File: src/pkg/sffr_pkg.sv
// Purpose: shared constants and types for the fast-read sequencer
// Assumes: one 10 MHz clock, synchronous active-high reset
// Notes:   timing figures are in clock cycles
package sffr_pkg;

  localparam int ADDR_W         = 24;
  localparam int DATA_W         = 8;
  // cycles between consecutive bytes
  localparam int BYTE_CYCLES    = 8;
  // cycles a normal read needs before its first byte
  localparam int NORMAL_LAT     = 8;
  // fast read adds eight cycles to the first byte
  localparam int FAST_EXTRA     = 8;
  localparam int FIRST_LAT      = NORMAL_LAT + FAST_EXTRA;
  localparam int CNT_W          = 5;
  localparam int FIFO_DEPTH     = 8;
  // 1 selects the fast-read flavour, 0 blocks every request (no normal read exists)
  localparam bit FAST_FLAVOUR   = 1'b1;

  localparam logic [ADDR_W-1:0] ADDR_ONE  = 24'h000001;
  localparam logic [ADDR_W-1:0] ADDR_ZERO = 24'h000000;
  localparam logic [DATA_W-1:0] DATA_ZERO = 8'h00;
  localparam logic [CNT_W-1:0]  CNT_ZERO  = 5'h00;
  localparam logic [CNT_W-1:0]  CNT_ONE   = 5'h01;

  typedef enum logic [1:0] {
    SFFR_IDLE  = 2'b00,
    SFFR_FIRST = 2'b01,
    SFFR_NEXT  = 2'b10,
    SFFR_LAST  = 2'b11
  } sffr_state_e;

  // one byte together with the flash location it came from
  typedef struct packed {
    logic [ADDR_W-1:0] addr;
    logic [DATA_W-1:0] data;
  } sffr_beat_s;

  localparam int BEAT_W = ADDR_W + DATA_W;

endpackage : sffr_pkg

File: src/verilog/sffr_top.sv
// Purpose: fast-read command path streaming flash bytes to user logic
// Assumes: flash bytes arrive on a beat stream from the serial engine
//          the stream may stall; a due byte slot then waits for its beat
// Notes:   beats pass through an 8-word FIFO before the output stage
//          stream ready is a flop fed from a fill count kept beside the FIFO
`timescale 1ns/1ps
`default_nettype none

////////////////////////////////////////////////////////////////////////////////
module sffr_fifo #(
  parameter int WIDTH = 32,
  parameter int DEPTH = 8
) (
  input  wire logic             clk,
  input  wire logic             sys_rst,
  input  wire logic             flush,
  input  wire logic [WIDTH-1:0] in_data,
  input  wire logic             in_valid,
  output logic                  in_ready,
  output logic      [WIDTH-1:0] out_data,
  output logic                  out_valid,
  input  wire logic             out_ready
);
  localparam int PW = $clog2(DEPTH);
  // pointers carry one extra bit so that full and empty differ

  logic [WIDTH-1:0] mem [DEPTH];
  logic [PW:0]      wr_r;
  logic [PW:0]      rd_r;
  wire              push = in_valid & in_ready;
  wire              pop  = out_valid & out_ready;

  assign in_ready  = (wr_r - rd_r) != (PW+1)'(DEPTH);
  assign out_valid = wr_r != rd_r;
  assign out_data  = mem[rd_r[PW-1:0]];

  always_ff @(posedge clk) begin
    if (sys_rst || flush) begin
      wr_r <= '0;
      rd_r <= '0;
    end else begin
      if (push) wr_r <= wr_r + 1'b1;
      if (pop)  rd_r <= rd_r + 1'b1;
    end
  end

  // storage has no reset; only words between the pointers are ever read
  always_ff @(posedge clk) begin
    if (push) mem[wr_r[PW-1:0]] <= in_data;
  end
endmodule : sffr_fifo

////////////////////////////////////////////////////////////////////////////////
module sffr_top
  import sffr_pkg::*;
#(
  parameter bit ECHO_EN = 1'b1,
  parameter int DEPTH   = FIFO_DEPTH
) (
  input  wire logic              clk,
  input  wire logic              sys_rst,
  input  wire logic              fast_read_req,
  input  wire logic              read_cont_en,
  input  wire logic [ADDR_W-1:0] start_addr,
  // flash byte stream from the serial engine
  input  wire logic [DATA_W-1:0] flash_byte,
  input  wire logic              flash_byte_valid,
  output logic                   flash_byte_ready,
  output logic                   busy,
  output logic      [DATA_W-1:0] byte_out,
  output logic                   byte_valid,
  output logic      [ADDR_W-1:0] addr_echo
);

  //////////////////////////////////////////////////////////////////////////////
  sffr_state_e       state_r;
  sffr_state_e       state_nxt;
  logic [CNT_W-1:0]  cnt_r;
  logic [ADDR_W-1:0] in_addr_r;
  logic              more_r;
  sffr_beat_s        in_beat;
  sffr_beat_s        out_beat;
  localparam int FW = $clog2(DEPTH) + 1;
  logic              fifo_out_valid;
  logic              fifo_pop;
  logic [CNT_W-1:0]  cnt_nxt;
  logic              more_nxt;
  logic              push;
  logic [FW-1:0]     fill_r;
  logic [FW-1:0]     fill_nxt;
  logic              ready_nxt;

  //////////////////////////////////////////////////////////////////////////////
  // flavour fixed at build time; only fast read exists here
  wire flavour_ok = FAST_FLAVOUR;

  // requests count only from idle, so a request while busy is dropped
  wire start  = (state_r == SFFR_IDLE) && fast_read_req && flavour_ok;
  wire active = state_r != SFFR_IDLE;
  wire due    = active && (cnt_r == CNT_ONE);
  // a due slot with no byte yet waits: the counter holds at one
  wire emit   = due && fifo_out_valid;
  wire final_byte = emit && (state_r == SFFR_LAST || !more_r);

  assign fifo_pop = emit;
  assign in_beat  = '{addr: in_addr_r, data: flash_byte};
  // a beat is taken whenever the registered ready meets a valid byte
  assign push      = flash_byte_valid && flash_byte_ready;
  // fill level after this edge; a start empties the FIFO
  assign fill_nxt  = start ? '0 : fill_r + FW'(push) - FW'(emit);
  // ready is a flop, so it must already know whether room remains next cycle
  assign ready_nxt = (state_nxt != SFFR_IDLE) && (fill_nxt != FW'(DEPTH));

  //////////////////////////////////////////////////////////////////////////////
  // slot counter: load on start or byte, hold at one while a slot waits
  assign cnt_nxt  = start ? CNT_W'(FIRST_LAT) :
                    emit  ? CNT_W'(BYTE_CYCLES) :
                    (active && cnt_r != CNT_ONE) ? cnt_r - CNT_ONE : cnt_r;
  // continue-enable seen low once ends the run after the next byte
  assign more_nxt = start  ? read_cont_en :
                    active ? more_r && read_cont_en : more_r;

  // stream beats queue here until their byte slot comes due
  sffr_fifo #(
    .WIDTH (BEAT_W),
    .DEPTH (DEPTH)
  ) u_fifo (
    .clk       (clk),
    .sys_rst   (sys_rst),
    .flush     (start),
    .in_data   (in_beat),
    .in_valid  (push),
    .in_ready  (),
    .out_data  (out_beat),
    .out_valid (fifo_out_valid),
    .out_ready (fifo_pop)
  );

  //////////////////////////////////////////////////////////////////////////////
  // sequencer: first slot, later slots, closing slot
  always_comb begin
    state_nxt = state_r;
    unique case (state_r)
      SFFR_IDLE: begin
        if (start) state_nxt = SFFR_FIRST;
      end
      SFFR_FIRST: begin
        if (final_byte) state_nxt = SFFR_IDLE;
        else if (emit) state_nxt = SFFR_NEXT;
      end
      SFFR_NEXT: begin
        if (final_byte) state_nxt = SFFR_IDLE;
        else if (!more_r) state_nxt = SFFR_LAST;
      end
      SFFR_LAST: begin
        if (final_byte) state_nxt = SFFR_IDLE;
      end
    endcase
  end

  //////////////////////////////////////////////////////////////////////////////
  always_ff @(posedge clk) begin
    if (sys_rst) begin
      state_r <= SFFR_IDLE;
      cnt_r   <= CNT_ZERO;
      more_r  <= 1'b0;
      fill_r  <= '0;
    end else begin
      state_r <= state_nxt;
      cnt_r   <= cnt_nxt;
      more_r  <= more_nxt;
      fill_r  <= fill_nxt;
    end
  end

  //////////////////////////////////////////////////////////////////////////////
  // location of the next beat taken from the stream
  always_ff @(posedge clk) begin
    if (sys_rst)
      in_addr_r <= ADDR_ZERO;
    else if (start)
      in_addr_r <= start_addr;
    else if (flash_byte_valid && flash_byte_ready)
      in_addr_r <= in_addr_r + ADDR_ONE;
  end

  //////////////////////////////////////////////////////////////////////////////
  // output stage: every port here is a flop; byte and echo hold between bytes
  always_ff @(posedge clk) begin
    if (sys_rst) begin
      busy       <= 1'b0;
      flash_byte_ready <= 1'b0;
      byte_valid <= 1'b0;
      byte_out   <= DATA_ZERO;
      addr_echo  <= ADDR_ZERO;
    end else begin
      busy       <= (state_nxt != SFFR_IDLE);
      flash_byte_ready <= ready_nxt;
      byte_valid <= emit;
      if (emit) begin
        byte_out  <= out_beat.data;
        addr_echo <= ECHO_EN ? out_beat.addr : ADDR_ZERO;
      end
    end
  end

endmodule : sffr_top
`default_nettype wire

File: config.mk
export PLATFORM = sky130hd
export DESIGN_NAME = sffr_top
export DESIGN_NICKNAME = d
export VERILOG_FILES = /design/src/pkg/sffr_pkg.sv /design/src/verilog/sffr_top.sv
export SDC_FILE = /design/constraint.sdc
export NUM_CORES = 1
export LEC_CHECK = 0
export ABC_AREA = 1
export BUFFER_PORTS_ARGS = -buffer_cell sky130_fd_sc_hd__buf_2
export CAP_MARGIN = 30
export CORE_MARGIN = 2
export CORE_UTILIZATION = 56
export DETAILED_ROUTE_END_ITERATION = 8
export GPL_TIMING_DRIVEN = 1
export PLACE_DENSITY = 0.7
export SLEW_MARGIN = 5
export SYNTH_ARGS = -nofsm -noshare
export SYNTH_HDL_FRONTEND = slang
export SYNTH_SLANG_ARGS = --single-unit
export TNS_END_PERCENT = 30
File: constraint.sdc
create_clock -name clk -period 7.4 [get_ports clk]
set_input_delay 1.48 -clock clk [delete_from_list [all_inputs] [get_ports clk]]
set_output_delay 1.48 -clock clk [all_outputs]
set_load 0.02 [all_outputs]
# After elaboration in Yosys (flattened, before gate mapping)
# Memory sizes are Yosys's and may differ from the RTL's. A register that Yosys moved wholly into a read port is not among the register bits.
# Index checks and enable logic that the tools add are counted.
[op_classes]
n_bitwise = 2
add_sub_neg = 7
mux = 17
n_reduce_logical = 20
eq_ne = 8
[op_table]
columns = ["op", "count"]
rows = [
  ["$mux W24", 2],
  ["$add A24 B1 Y24 const B", 1],
  ["$mux W5", 3],
  ["$mux W2", 6],
  ["$reduce_bool A2 Y1", 5],
  ["$add A4 B1 Y4 const B", 2],
  ["$logic_and A1 B1 Y1", 8],
  ["$ne A4 B4 Y1 const B", 2],
  ["$pmux W2 S4", 1],
  ["$eq A5 B1 Y1 const B", 1],
  ["$ne A5 B1 Y1 const B", 1],
  ["$sub A5 B1 Y5 const B", 1],
  ["$add A4 B1 Y4", 1],
  ["$eq A2 B2 Y1 const B", 2],
  ["$mux W1", 4],
  ["$mux W4", 1],
  ["$ne A4 B4 Y1", 1],
  ["$sub A4 B1 Y4", 1],
  ["$sub A4 B4 Y4", 1],
  ["$reduce_bool A3 Y1", 1],
  ["$reduce_or A3 Y1", 1],
  ["$and A1 B1 Y1", 2],
  ["$eq A2 B1 Y1 const B", 1],
  ["$logic_not A2 Y1", 1],
  ["other kinds (3)", 4],
]
[totals]
in_bits = 37
n_memories = 1
out_inout_bits = 35
wordCells = 67
regBits = 47
ram_bits = 256
[memory_table]
columns = ["memory", "words", "width", "rd", "rd_ports_with_merged_regs", "write_ports", "line_no", "rtl"]
rows = [
  ["u_fifo.mem", 8, 32, 1, 1, 1, "sffr_top.sv:27", "logic [WIDTH-1:0] mem [DEPTH];"],
]

# Depth between registers and ports, before layout
# Gate-level depths: netlist (run 1).
[depth]
ltp_word = 8
ltp_mapped = 20
depth_no_buf = 17

# Cells and area by module
# Synthesis (run 1) repeated with hierarchy kept, for this count alone.
[unflattened]
cells_unflattened = 1290
hier_area_um2 = 14097.3
[by_module_without_submodules]
columns = ["mod", "cells_each", "seq_area_each_um2", "area_each_um2", "instances"]
rows = [
  ["sffr_fifo", 824, 7907.6, 10582.6, 1],
  ["sffr_top", 466, 1421.4, 3514.6, 1],
]

# Worst setup path after synthesis (run 1)
# Ideal clock, no wire load.
[synth_timing]
path_kind = "input port to flip-flop"
from = "input flash_byte_valid"
to = "memory u_fifo.mem[3][0] (enable)"
setup_time_ns = 0.461
path_buffers = 0
arrival_ns = 4.120
cell_stages = 4
required_time_ns = 6.939
path_slack_ns = 2.818
path_cell_list = "nand2_1 > inv_2 > nand2_1 > nor3_1"
[synth_via]
elab_chain_cells = 4
[synth_lines]
columns = ["element", "line_no", "rtl"]
rows = [
  ["start: declaration", "sffr_top.sv:67", "input wire logic flash_byte_valid,"],
  ["$logic_and A1 B1 Y1", "sffr_top.sv:108", "assign push = flash_byte_valid && flash_byte_ready;"],
  ["$and A1 B1 Y1", "sffr_top.sv:30", "wire push = in_valid & in_ready;"],
  ["$mux W1", "sffr_top.sv:49", "if (push) mem[wr_r[PW-1:0]] <= in_data;"],
  ["$mux W1 (implied by the code)", "sffr_top.sv:49", ""],
  ["end: declaration", "sffr_top.sv:27", ""],
]
# No other way between the ends.

# Worst setup path after layout (run 1)
[layout_timing]
from = "register u_fifo.rd_r[1]"
to = "memory u_fifo.mem[5][24] (enable)"
[layout_via]
elab_chain_cells = 5
[layout_lines]
columns = ["element", "line_no", "rtl"]
rows = [
  ["start: declaration", "sffr_top.sv:29", "logic [PW:0] rd_r;"],
  ["start signal: assignment", "sffr_top.sv:43", "if (pop) rd_r <= rd_r + 1'b1;"],
  ["$sub A4 B4 Y4", "sffr_top.sv:33", "assign in_ready = (wr_r - rd_r) != (PW+1)'(DEPTH);"],
  ["$ne A4 B4 Y1", "sffr_top.sv:33", ""],
  ["$and A1 B1 Y1", "sffr_top.sv:30", ""],
  ["$mux W1", "sffr_top.sv:49", ""],
  ["$mux W1 (implied by the code)", "sffr_top.sv:49", ""],
]
# No other way between the ends.

==> impl_metrics.py, run 1 <==
metrics = {
    "clock_network": {
        "clkTransAtPathRegs_ns": 0.06,
        "cts_tree": "yes",
        "cts_made_buffers": 35,
        "clkSinkCount": 335,
        "insertion_delay_ns": 0.51,
        "h-tree-depth": 2,
        "cts_resized": 0,
        "cts_root_buffer": "clkbuf_16",
        "post-cts-setup-buffers": 0,
        "holdBufCountCts": 0,
        "clockBufferDepth": 3,
    },
    "sta": {
        "worst_pin_slew_ns": 0.968,
        "max_clock_freq_mhz": 263,
        "hold_viol_final": 0,
        "skew_ns": 0.0160,
        "slew_headroom_pct": 35.1,
        "rsz0062_at_grt": "false",
        "finalSetupViolCount": 0,
        "slew_violations": 0,
        "timing.final.crit_share_pct": 51.4,
        "setup_tns_ns": 0,
        "period_needed_ns": 3.80,
    },
    "routing": {
        "routedWlPerCell_um": 18.8,
        "routed_wl_um": 31300,
        "initialDrtViolationCount": 981,
        "dr.pass1.iters": 8,
        "antenna_left": 0,
        "vias": 9580,
        "route.detailed.drc": 0,
        "post_drt_via_cell_ratio": 5.76,
    },
    "setup_path": {
        "critPathArrivalTime_ns": 3.96,
        "critPathRequiredTime_ns": 7.56,
        "critical-path-top-cell-by-count": "nand2_1",
        "slowest_stage": "nor3_2",
        "r2r_start": "u_fifo.rd_r[1]",
        "critPathCaptureType": "register",
        "worstSetupStartpoint": "u_fifo.rd_r[1]",
        "crit_chain": "buf_4 -> inv_1 -> ha_1 -> nand3_1 -> nand2_1 -> xor2_1 -> nand2_1 -> nand2_1 -> nor3_2 -> buf_4",
        "r2r.worst_path.cells": 10,
        "path_depth": 10,
        "critPathKind": "reg -> reg",
        "critPathBufInv": 3,
        "rrSetupSlack_ns": 3.60,
        "slowest_delay_ns": 0.80,
        "crit_end": "u_fifo.mem[5][24]",
        "r2r_end": "u_fifo.mem[5][24]",
        "crit_family": "simple AND/OR/NAND/NOR gates",
        "critical_path.startpoint_type": "register",
        "path_max_fanout": 73,
    },
    "logic_synthesis": {
        "synth_edf_count": 256,
        "ys_ff_latch": 335,
        "yosys_warnings": 0,
        "synth_most_common_cell": "edfxtp_1",
        "syn_area_um2": 13800,
        "synth_top_area_share_pct": 55.7,
        "yosysSeqAreaShare_pct": 67.1,
        "ys_top_cells_by_count": "edfxtp_1 (256), nor2_1 (213), o21ai_0 (168)",
        "async_flop_share_pct": 0,
        "synth_top_area_cell": "edfxtp_1",
        "synth.distinct_cells": 40,
        "synth_fp_nets": 1308,
        "synthTopCellsByArea": "edfxtp_1 (56%), dfxtp_1 (11%), o21ai_0 (6.1%)",
        "synthFlopType": "edfxtp_1",
        "syn_inst": 1258,
        "avgSynthCellArea_um2": 11.0,
    },
    "grt": {
        "grt-ovfl-total": 0,
        "grt_start_max_net_pins": 98,
        "grt_pass1_wl_um": 49200,
        "antenna_found_initial": 0,
        "grt_usage_pct": 24.2,
        "grt_pass1_vias": 9317,
    },
    "floorplanning": {
        "die_w_um": 161,
        "coreArea_um2": 24200,
        "die_y_um": 161,
        "fp.dieArea_um2": 25900,
        "rows": 57,
        "initial_utilization_pct": 56.9,
        "ios": 72,
    },
    "finish": {
        "final_nets": 1363,
        "areaGrowthSynthToFinish_pct": 11.9,
        "post-route-util_pct": 63.7,
        "diodes": 0,
        "fill_cells": 1905,
        "drive_gt1_share_pct": 12.4,
    },
    "place": {
        "gp_congestion": 0.868,
        "place_hpwl_um": 17900,
        "io_buffers": 71,
    },
    "worst_hold_path": {
        "hp-class": "reg -> reg",
    },
    "pwr": {
        "worst_ir_drop_vdd_mv": 0.179,
        "power_per_cell_area_nw_per_um2": 249,
        "p_leak_nw": 5.54,
    },
    "status": {
        "status": "complete, no violations",
    },
    "run": {
        "drv_cap": 0,
    },
}
==> placed cells by master (no fill, tap or decap), types with 2 or more instances in the layout <==
cell type,n
xor2_1,4
nand4_1,3
bufinv_16,2
a21oi_1,63
nor2_1,209
nand3_1,40
nand2_1,145
a31oi_1,4
nand2_2,3
o21ai_2,3
a211oi_1,2
ha_1,12
or2_0,3
or2_2,2
nor2_4,7
nor3_1,3
dfxtp_1,77
xnor2_1,4
buf_2,71
o211ai_1,9
o221ai_1,26
nor2_2,2
nor3_2,5
clkinv_1,3
clkbuf_16,35
inv_2,7
edfxtp_1,256
clkbuf_1,16
buf_12,4
o21ai_1,35
o22ai_1,32
o21ai_0,168
buf_4,12
clkinv_2,4
inv_1,55
==> flip-flops by register name, indices dropped and copies added, names as in the netlist <==
signal and count:
byte_out 8, busy 1, in_addr_r 24, flash_byte_ready 1
cnt_r 5, u_fifo.rd_r 4, u_fifo.wr_r 4, more_r 1
state_r 2, byte_valid 1, u_fifo.mem 256, fill_r 4
addr_echo 24
==> metal layers <==
layer	routed length, um	vias up	part of all wire, %	GRT usage, %
met4	484	0	1.5	5.97
met1	13400	4597	43	32.8
met5	0	-	0	0
met2	15200	362	48	41.3
li1	-	4576	-	-
met3	2200	45	7.0	3.88
==> tightest hold or removal path, cell delays in order, from the launching register on <==
cell,delay (ns)
dfxtp_1,0.32
nand2_1,0.06
a21oi_1,0.05
==> where the power goes <==
part	total (mW)	internal (mW)	switching, mW
Clock	1.64	0.958	0.677
Sequential	2.09	2.05	0.0412
Combinational	0.121	0.0413	0.0801
Total	3.85	3.05	0.798
==> per-stage QoR <==
stage	setup WS, ns	cell area, um^2	total power, mW	hold slack (ns)	std cells
after floorplan	2.82	13800	2.20	0.458	1258
after global placement	3.41	14300	2.25	0.474	1595
after detailed placement	3.42	14400	2.25	0.474	1600
after CTS	3.60	15500	3.87	0.485	1662
after global routing	3.35	15500	3.96	0.517	1662
final	3.60	15500	3.85	0.481	1662
==> final cells by class <==
class / instances / area [um^2] / area share (%)
tap: 324 / 405 / 2.62
sequential: 335 / 9270 / 60.0
multi-input combinational: 789 / 3930 / 25.4
inverter: 64 / 243 / 1.57
clock inverter: 10 / 101 / 0.656
timing repair buffer: 88 / 553 / 3.58
clock buffer: 52 / 950 / 6.14
==> worst min path at each step <==
stage | from | end | depth (start not counted)
after floorplan | cnt_r[1] | cnt_r[1] | 2
after global placement | cnt_r[0] | cnt_r[0] | 2
after detailed placement | cnt_r[1] | cnt_r[1] | 2
after CTS | cnt_r[1] | cnt_r[1] | 2
after global routing | cnt_r[0] | cnt_r[0] | 2
final | cnt_r[1] | cnt_r[1] | 2
==> cell families after synthesis <==
| group | after synthesis | synth area share, % |
|---|---|---|
| AO/OA/AOI/OAI | 344 | 13.9 |
| XOR/XNOR | 9 | 0.625 |
| adder cells (fa/ha/maj) | 13 | 1.23 |
| buffers and inverters | 134 | 4.77 |
| flip-flops | 335 | 67.1 |
| AND/OR/NAND/NOR | 423 | 12.4 |
Power figures use the tool's default switching activity.
==> run 2: changes to the inputs <==
--- a/config.mk
+++ b/config.mk
@@ -5,7 +5,7 @@
 export SDC_FILE = /design/constraint.sdc
 export NUM_CORES = 1
 export LEC_CHECK = 0
-export ABC_AREA = 1
+export ABC_AREA = 0
 export BUFFER_PORTS_ARGS = -buffer_cell sky130_fd_sc_hd__buf_2
 export CAP_MARGIN = 30
 export CORE_MARGIN = 2
==> constraint.sdc (replaced) <==
create_clock -name clk -period 3.7 [get_ports clk]
set_input_delay 0.74 -clock clk [delete_from_list [all_inputs] [get_ports clk]]
set_output_delay 0.74 -clock clk [all_outputs]
set_load 0.02 [all_outputs]
==> run 2 against run 1 <==
Effect of this change: fmax is 28% higher; sequential cell count stayed put; die area is 4.9% lower; combinational power is 86% higher; synthesized cell count is 36% lower; first-iteration DRC count is 48% lower; wire length is 9.8% lower; register-to-register slack worse by 2.9 ns; sequential share of layout area is 1.2 points higher.
==> impl_metrics.py, run 2 <==
metrics = {
    "status": {
        "status": "complete, no violations",
    },
    "sta": {
        "hold_slack_ns": 0.506,
        "worst_pin_slew_ns": 0.897,
        "slew_violations": 0,
        "timing.final.crit_share_pct": 80.2,
        "finalSetupViolCount": 0,
        "fin_ws_ns": 0.734,
        "rsz0062_at_grt": "false",
        "period_needed_ns": 2.97,
        "slew_headroom_pct": 40.2,
        "max_clock_freq_mhz": 337,
        "hold_viol_final": 0,
        "skew_ns": 0.0164,
    },
    "finish": {
        "diodes": 0,
        "stdcell_area_um2": 15100,
        "largest_reg_flops": 256,
        "fill_cells": 1556,
        "drive_gt1_share_pct": 27.2,
        "final_nets": 944,
        "post-route-util_pct": 66.5,
        "areaGrowthSynthToFinish_pct": 15.5,
        "final_cell_mix": "edfxtp_1 (256), dfxtp_1 (77), nor2_1 (75), buf_2 (71), mux4_2 (64)",
        "final_common_cell": "edfxtp_1",
    },
    "pwr": {
        "finalPower_mw": 7.87,
        "seqPwrFrac_pct": 53.5,
        "p_leak_nw": 5.13,
        "switching_share_pct": 20.2,
        "p_clk_share_pct": 43.6,
        "worst_ir_drop_vdd_mv": 0.314,
        "power_per_cell_area_nw_per_um2": 520,
        "p_comb_share_pct": 2.9,
        "p_sw_mw": 1.59,
        "internal_power_mw": 6.28,
    },
    "logic_synthesis": {
        "ys_top_cells_by_count": "edfxtp_1 (256), dfxtp_1 (79), nor2_1 (76)",
        "yosysSeqAreaShare_pct": 70.7,
        "synth_edf_count": 256,
        "avgSynthCellArea_um2": 16.3,
        "syn_area_um2": 13100,
        "synth_most_common_cell": "edfxtp_1",
        "synth_top_area_cell": "edfxtp_1",
        "syn_inst": 802,
        "yosys_warnings": 0,
        "synth_fp_nets": 852,
        "ys_ff_latch": 335,
        "synth.distinct_cells": 46,
        "synth_top_area_share_pct": 58.6,
        "synthTopCellsByArea": "edfxtp_1 (59%), dfxtp_1 (12%), mux4_2 (11%)",
        "async_flop_share_pct": 0,
        "synthFlopType": "edfxtp_1",
    },
    "place": {
        "io_buffers": 71,
        "place_hpwl_um": 16500,
        "dpl_cell_area_um2": 14000,
        "gp_congestion": 0.817,
        "place_ws_ns": 0.713,
    },
    "clock_network": {
        "clockBufferDepth": 3,
        "holdBufCountCts": 0,
        "cts_root_buffer": "clkbuf_16",
        "cts_tree": "yes",
        "post-cts-setup-buffers": 0,
        "clkSinkCount": 335,
        "h-tree-depth": 2,
        "cts_resized": 0,
        "insertion_delay_ns": 0.51,
        "clkTransAtPathRegs_ns": 0.06,
        "cts_made_buffers": 34,
    },
    "floorplanning": {
        "coreArea_um2": 22800,
        "rows": 55,
        "fp.dieArea_um2": 24600,
        "die_y_um": 157,
        "die_w_um": 157,
        "initial_utilization_pct": 57.6,
        "ios": 72,
    },
    "setup_path": {
        "crit_family": "adder cells",
        "slowest_stage": "dfxtp_1",
        "slowest_delay_ns": 0.69,
        "critical-path-top-cell-by-count": "ha_1",
        "critical_path.startpoint_type": "register",
        "critPathCaptureType": "register",
        "critPathKind": "reg -> reg",
        "path_max_fanout": 11,
        "critPathRequiredTime_ns": 4.09,
        "crit_chain": "ha_1 -> a311o_2 -> inv_2 -> ha_1 -> inv_1 -> ha_1 -> fa_1 -> xnor2_1 -> nand2_1 -> o41a_1",
        "critPathBufInv": 2,
        "critPathArrivalTime_ns": 3.36,
    },
    "grt": {
        "grt_usage_pct": 23.7,
        "grt_start_max_net_pins": 60,
        "antenna_found_initial": 0,
        "grtUsageMet2_pct": 39.6,
        "grtUsageMet1_pct": 31.9,
        "grt_pass1_vias": 7830,
        "grt_pass1_wl_um": 43600,
        "grt-ovfl-total": 0,
        "grt_busiest_layer": "met2",
        "met3_usage_pct": 4.27,
    },
    "routing": {
        "route.detailed.drc": 0,
        "initialDrtViolationCount": 508,
        "routedWlPerCell_um": 22.9,
        "routed_wl_um": 28200,
        "vias": 7401,
        "antenna_left": 0,
        "post_drt_via_cell_ratio": 6.00,
        "dr.pass1.iters": 5,
    },
    "worst_hold_path": {
        "hp-class": "in -> reg",
    },
    "run": {
        "drv_cap": 0,
    },
}
run 2: cell types whose count changed in the layout (fill, tap and decap cells not counted), sizes merged, moves of 30 or more:
cell	change
a211oi	+53
inv	-53
mux4	+64
nand2	-88
nand3	-30
nor2	-142
o21ai	-201
o22ai	-32
run 2: worst paths after layout:
check | from | endpoint | slack [ns] | depth (start not counted)
worst min register to register | addr_echo[7] | addr_echo[7] | 0.51 | 2
worst max-delay path | u_fifo.wr_r[2] | flash_byte_ready | 0.73 | 10
worst min-delay path | read_cont_en | more_r | 0.51 | 3
worst max register to register | u_fifo.wr_r[2] | flash_byte_ready | 0.73 | 10
run 2: metal layers:
metal  part of all wire [%]  routed length, um
met2                     51              14300
met4                    2.2                619
met5                      0                  0
met1                     41              11500
met3                    6.3               1770
run 2: metrics by stage:
| step | instances | setup TNS (ns) |
|---|---|---|
| floorplan | 802 | -17.56 |
| global placement | 1171 | 0 |
| detailed placement | 1171 | 0 |
| CTS | 1233 | 0 |
| global route | 1233 | 0 |
| finish | 1233 | 0 |
run 2: worst reg2reg max path, stage by stage (launching register included):
cell     delay (ns)
dfxtp_1        0.69
ha_1           0.39
a311o_2        0.35
inv_2          0.07
ha_1           0.11
inv_1          0.04
ha_1           0.22
fa_1           0.38
xnor2_1        0.22
nand2_1        0.08
o41a_1         0.32
run 2: logic make-up after synthesis:
kind of cell	synth area share, %
muxes	11.1
adders and majority gates	1.30
buffers and inverters	1.87
and+or+nand+nor	6.62
AOI/OAI and AO/OA	6.22
xor gates and xnor gates	2.20
DFF	70.7
run 2: power groups by stage:
stage	logic (mW)	registers [mW]	clock network (mW)
after floorplan	0.141	4.26	0
after global placement	0.217	4.28	0
after detailed placement	0.223	4.29	0
after CTS	0.225	4.21	3.48
after global routing	0.246	4.22	3.62
final	0.225	4.21	3.43
run 2: final cells by class:
class                      instances  area, um^2  area share [%]
clock buffer                      47         983            6.49
clock inverter                    15         148           0.975
inverter                          13        48.8           0.322
multi-input combinational        410        3700            24.4
sequential                       335        9270            61.2
tap                              313         392            2.59
timing repair buffer             100         598            3.95
==> run 3: changes to the inputs <==
--- a/config.mk
+++ b/config.mk
@@ -5,7 +5,7 @@
 export SDC_FILE = /design/constraint.sdc
 export NUM_CORES = 1
 export LEC_CHECK = 0
-export ABC_AREA = 0
+export ABC_AREA = 1
 export BUFFER_PORTS_ARGS = -buffer_cell sky130_fd_sc_hd__buf_2
 export CAP_MARGIN = 30
 export CORE_MARGIN = 2
==> constraint.sdc (replaced) <==
create_clock -name clk -period 2.91 [get_ports clk]
set_input_delay 0.582 -clock clk [delete_from_list [all_inputs] [get_ports clk]]
set_output_delay 0.582 -clock clk [all_outputs]
set_load 0.02 [all_outputs]
==> run 3 against run 2 <==
Effect of this change: die area up 5.2%; sequential share of layout area down 1.9 points; sequential power up 26%; register-to-register slack worse by 0.50 ns; fmax up 11%; setup slack worse by 0.50 ns; hold slack worse by 0.16 ns; clock skew up 0.0017 ns; first-iteration DRC count up 51%; critical endpoint unchanged; largest cell class unchanged; largest power group unchanged.
==> impl_metrics.py, run 3 (same netlist as run 1, synthesis figures left out) <==
metrics = {
    "routing": {
        "post_drt_via_cell_ratio": 5.75,
        "antenna_left": 0,
        "routedWlPerCell_um": 18.5,
        "routed_wl_um": 30900,
        "route.detailed.drc": 0,
        "vias": 9605,
        "dr.pass1.iters": 6,
        "initialDrtViolationCount": 765,
    },
    "pwr": {
        "p_clk_share_pct": 42.9,
        "worst_ir_drop_vdd_mv": 0.378,
        "p_comb_share_pct": 3.2,
        "p_leak_nw": 5.67,
        "internal_power_mw": 7.84,
        "p_sw_mw": 2.04,
        "switching_share_pct": 20.6,
        "seqPwrFrac_pct": 53.9,
        "power_per_cell_area_nw_per_um2": 632,
    },
    "clock_network": {
        "clkTransAtPathRegs_ns": 0.06,
        "h-tree-depth": 2,
        "cts_root_buffer": "clkbuf_16",
        "cts_resized": 0,
        "insertion_delay_ns": 0.51,
        "cts_made_buffers": 34,
        "clkSinkCount": 335,
        "holdBufCountCts": 0,
        "post-cts-setup-buffers": 0,
        "clockBufferDepth": 3,
        "cts_tree": "yes",
    },
    "finish": {
        "final_nets": 1370,
        "post-route-util_pct": 64.4,
        "final_common_cell": "edfxtp_1",
        "drive_gt1_share_pct": 13.2,
        "largest_reg_flops": 256,
        "diodes": 0,
        "final_cell_mix": "edfxtp_1 (256), nor2_1 (209), o21ai_0 (168), nand2_1 (144), dfxtp_1 (77)",
        "areaGrowthSynthToFinish_pct": 13.1,
    },
    "run": {
        "drv_cap": 0,
    },
    "status": {
        "status": "complete, no violations",
    },
    "sta": {
        "period_needed_ns": 2.67,
        "slew_violations": 0,
        "rsz0062_at_grt": "false",
        "timing.final.crit_share_pct": 91.8,
        "max_clock_freq_mhz": 374,
        "hold_viol_final": 0,
        "finalSetupViolCount": 0,
        "skew_ns": 0.0181,
        "slew_headroom_pct": 46.9,
        "setup_tns_ns": 0,
        "worst_pin_slew_ns": 0.796,
    },
    "grt": {
        "grt_pass1_vias": 9286,
        "grt-ovfl-total": 0,
        "grt_pass1_wl_um": 49100,
        "grt_usage_pct": 24.1,
        "antenna_found_initial": 0,
        "grt_start_max_net_pins": 83,
    },
    "setup_path": {
        "critPathCaptureType": "register",
        "critPathKind": "reg -> reg",
        "slowest_delay_ns": 0.39,
        "critical_path.startpoint_type": "register",
        "slowest_stage": "dfxtp_1",
        "critical-path-top-cell-by-count": "ha_1",
        "path_max_fanout": 9,
        "crit_chain": "inv_1 -> ha_1 -> nand2_1 -> nor2_1 -> nand2_1 -> nand2_4 -> inv_2 -> ha_1 -> inv_1 -> ha_1 -> fa_1 -> xnor2_1 -> nand3_1 -> nor2_1 -> a21oi_1",
        "critPathRequiredTime_ns": 3.28,
        "critPathArrivalTime_ns": 3.04,
    },
    "floorplanning": {
        "ios": 72,
        "initial_utilization_pct": 56.9,
        "coreArea_um2": 24200,
        "die_w_um": 161,
        "fp.dieArea_um2": 25900,
        "rows": 57,
        "die_y_um": 161,
    },
    "worst_hold_path": {
        "hp-class": "in -> reg",
    },
    "place": {
        "gp_congestion": 0.874,
        "place_hpwl_um": 17600,
        "io_buffers": 71,
    },
}
[run 3: layout make-up]
cell class / instances / area, um^2
well taps: 324 / 405
fillers: 1883 / 8630
flip-flops and latches: 335 / 9270
inverters: 64 / 243
repair buffers: 96 / 643
clock buffers: 47 / 972
multi-input cells: 789 / 3960
clock inverters: 14 / 116
[run 3: metrics by stage]
stage	hold slack, ns	std cells	instance area [um^2]	power (mW)	worst slack [ns]
final	0.345	1669	15600	9.88	0.238
after global routing	0.347	1669	15600	10.2	0.0326
after CTS	0.334	1669	15600	9.95	0.201
after detailed placement	0.481	1608	14500	5.74	0.219
after global placement	0.473	1608	14500	5.73	0.328
after floorplan	0.458	1258	13900	5.59	-0.124
[run 3: critical path: cells and delay by family (launching register included)]
kind / cells / cell delay [ns]
buf+inv: 3 / 0.18
xor+xnor: 1 / 0.20
compound gates: 1 / 0.05
fa+ha+maj: 4 / 1.14
simple gates: 6 / 0.59
flops: 1 / 0.39
[run 3: worst paths after layout]
check	startpoint	end	slack, ns	cells after the start
worst max-delay path	u_fifo.wr_r[0]	flash_byte_ready	0.24	15
worst min-delay path	read_cont_en	more_r	0.34	3
worst max register to register	u_fifo.wr_r[0]	flash_byte_ready	0.24	15
worst min register to register	cnt_r[1]	cnt_r[1]	0.49	2
[run 3: power by group through the flow]
stage	Clock [mW]	Sequential (mW)	Combinational [mW]
after CTS	4.31	5.32	0.321
final	4.24	5.32	0.321
after floorplan	0	5.38	0.208
after global placement	0	5.42	0.315
after detailed placement	0	5.42	0.320
after global routing	4.49	5.33	0.363
[run 3: layer usage]
layer	wire length [um]	vias up	global-route usage [%]
met5	0	-	0
met4	656	0	7.55
met3	2040	51	3.21
met2	14800	344	39.8
met1	13500	4615	33.8
li1	-	4595	-
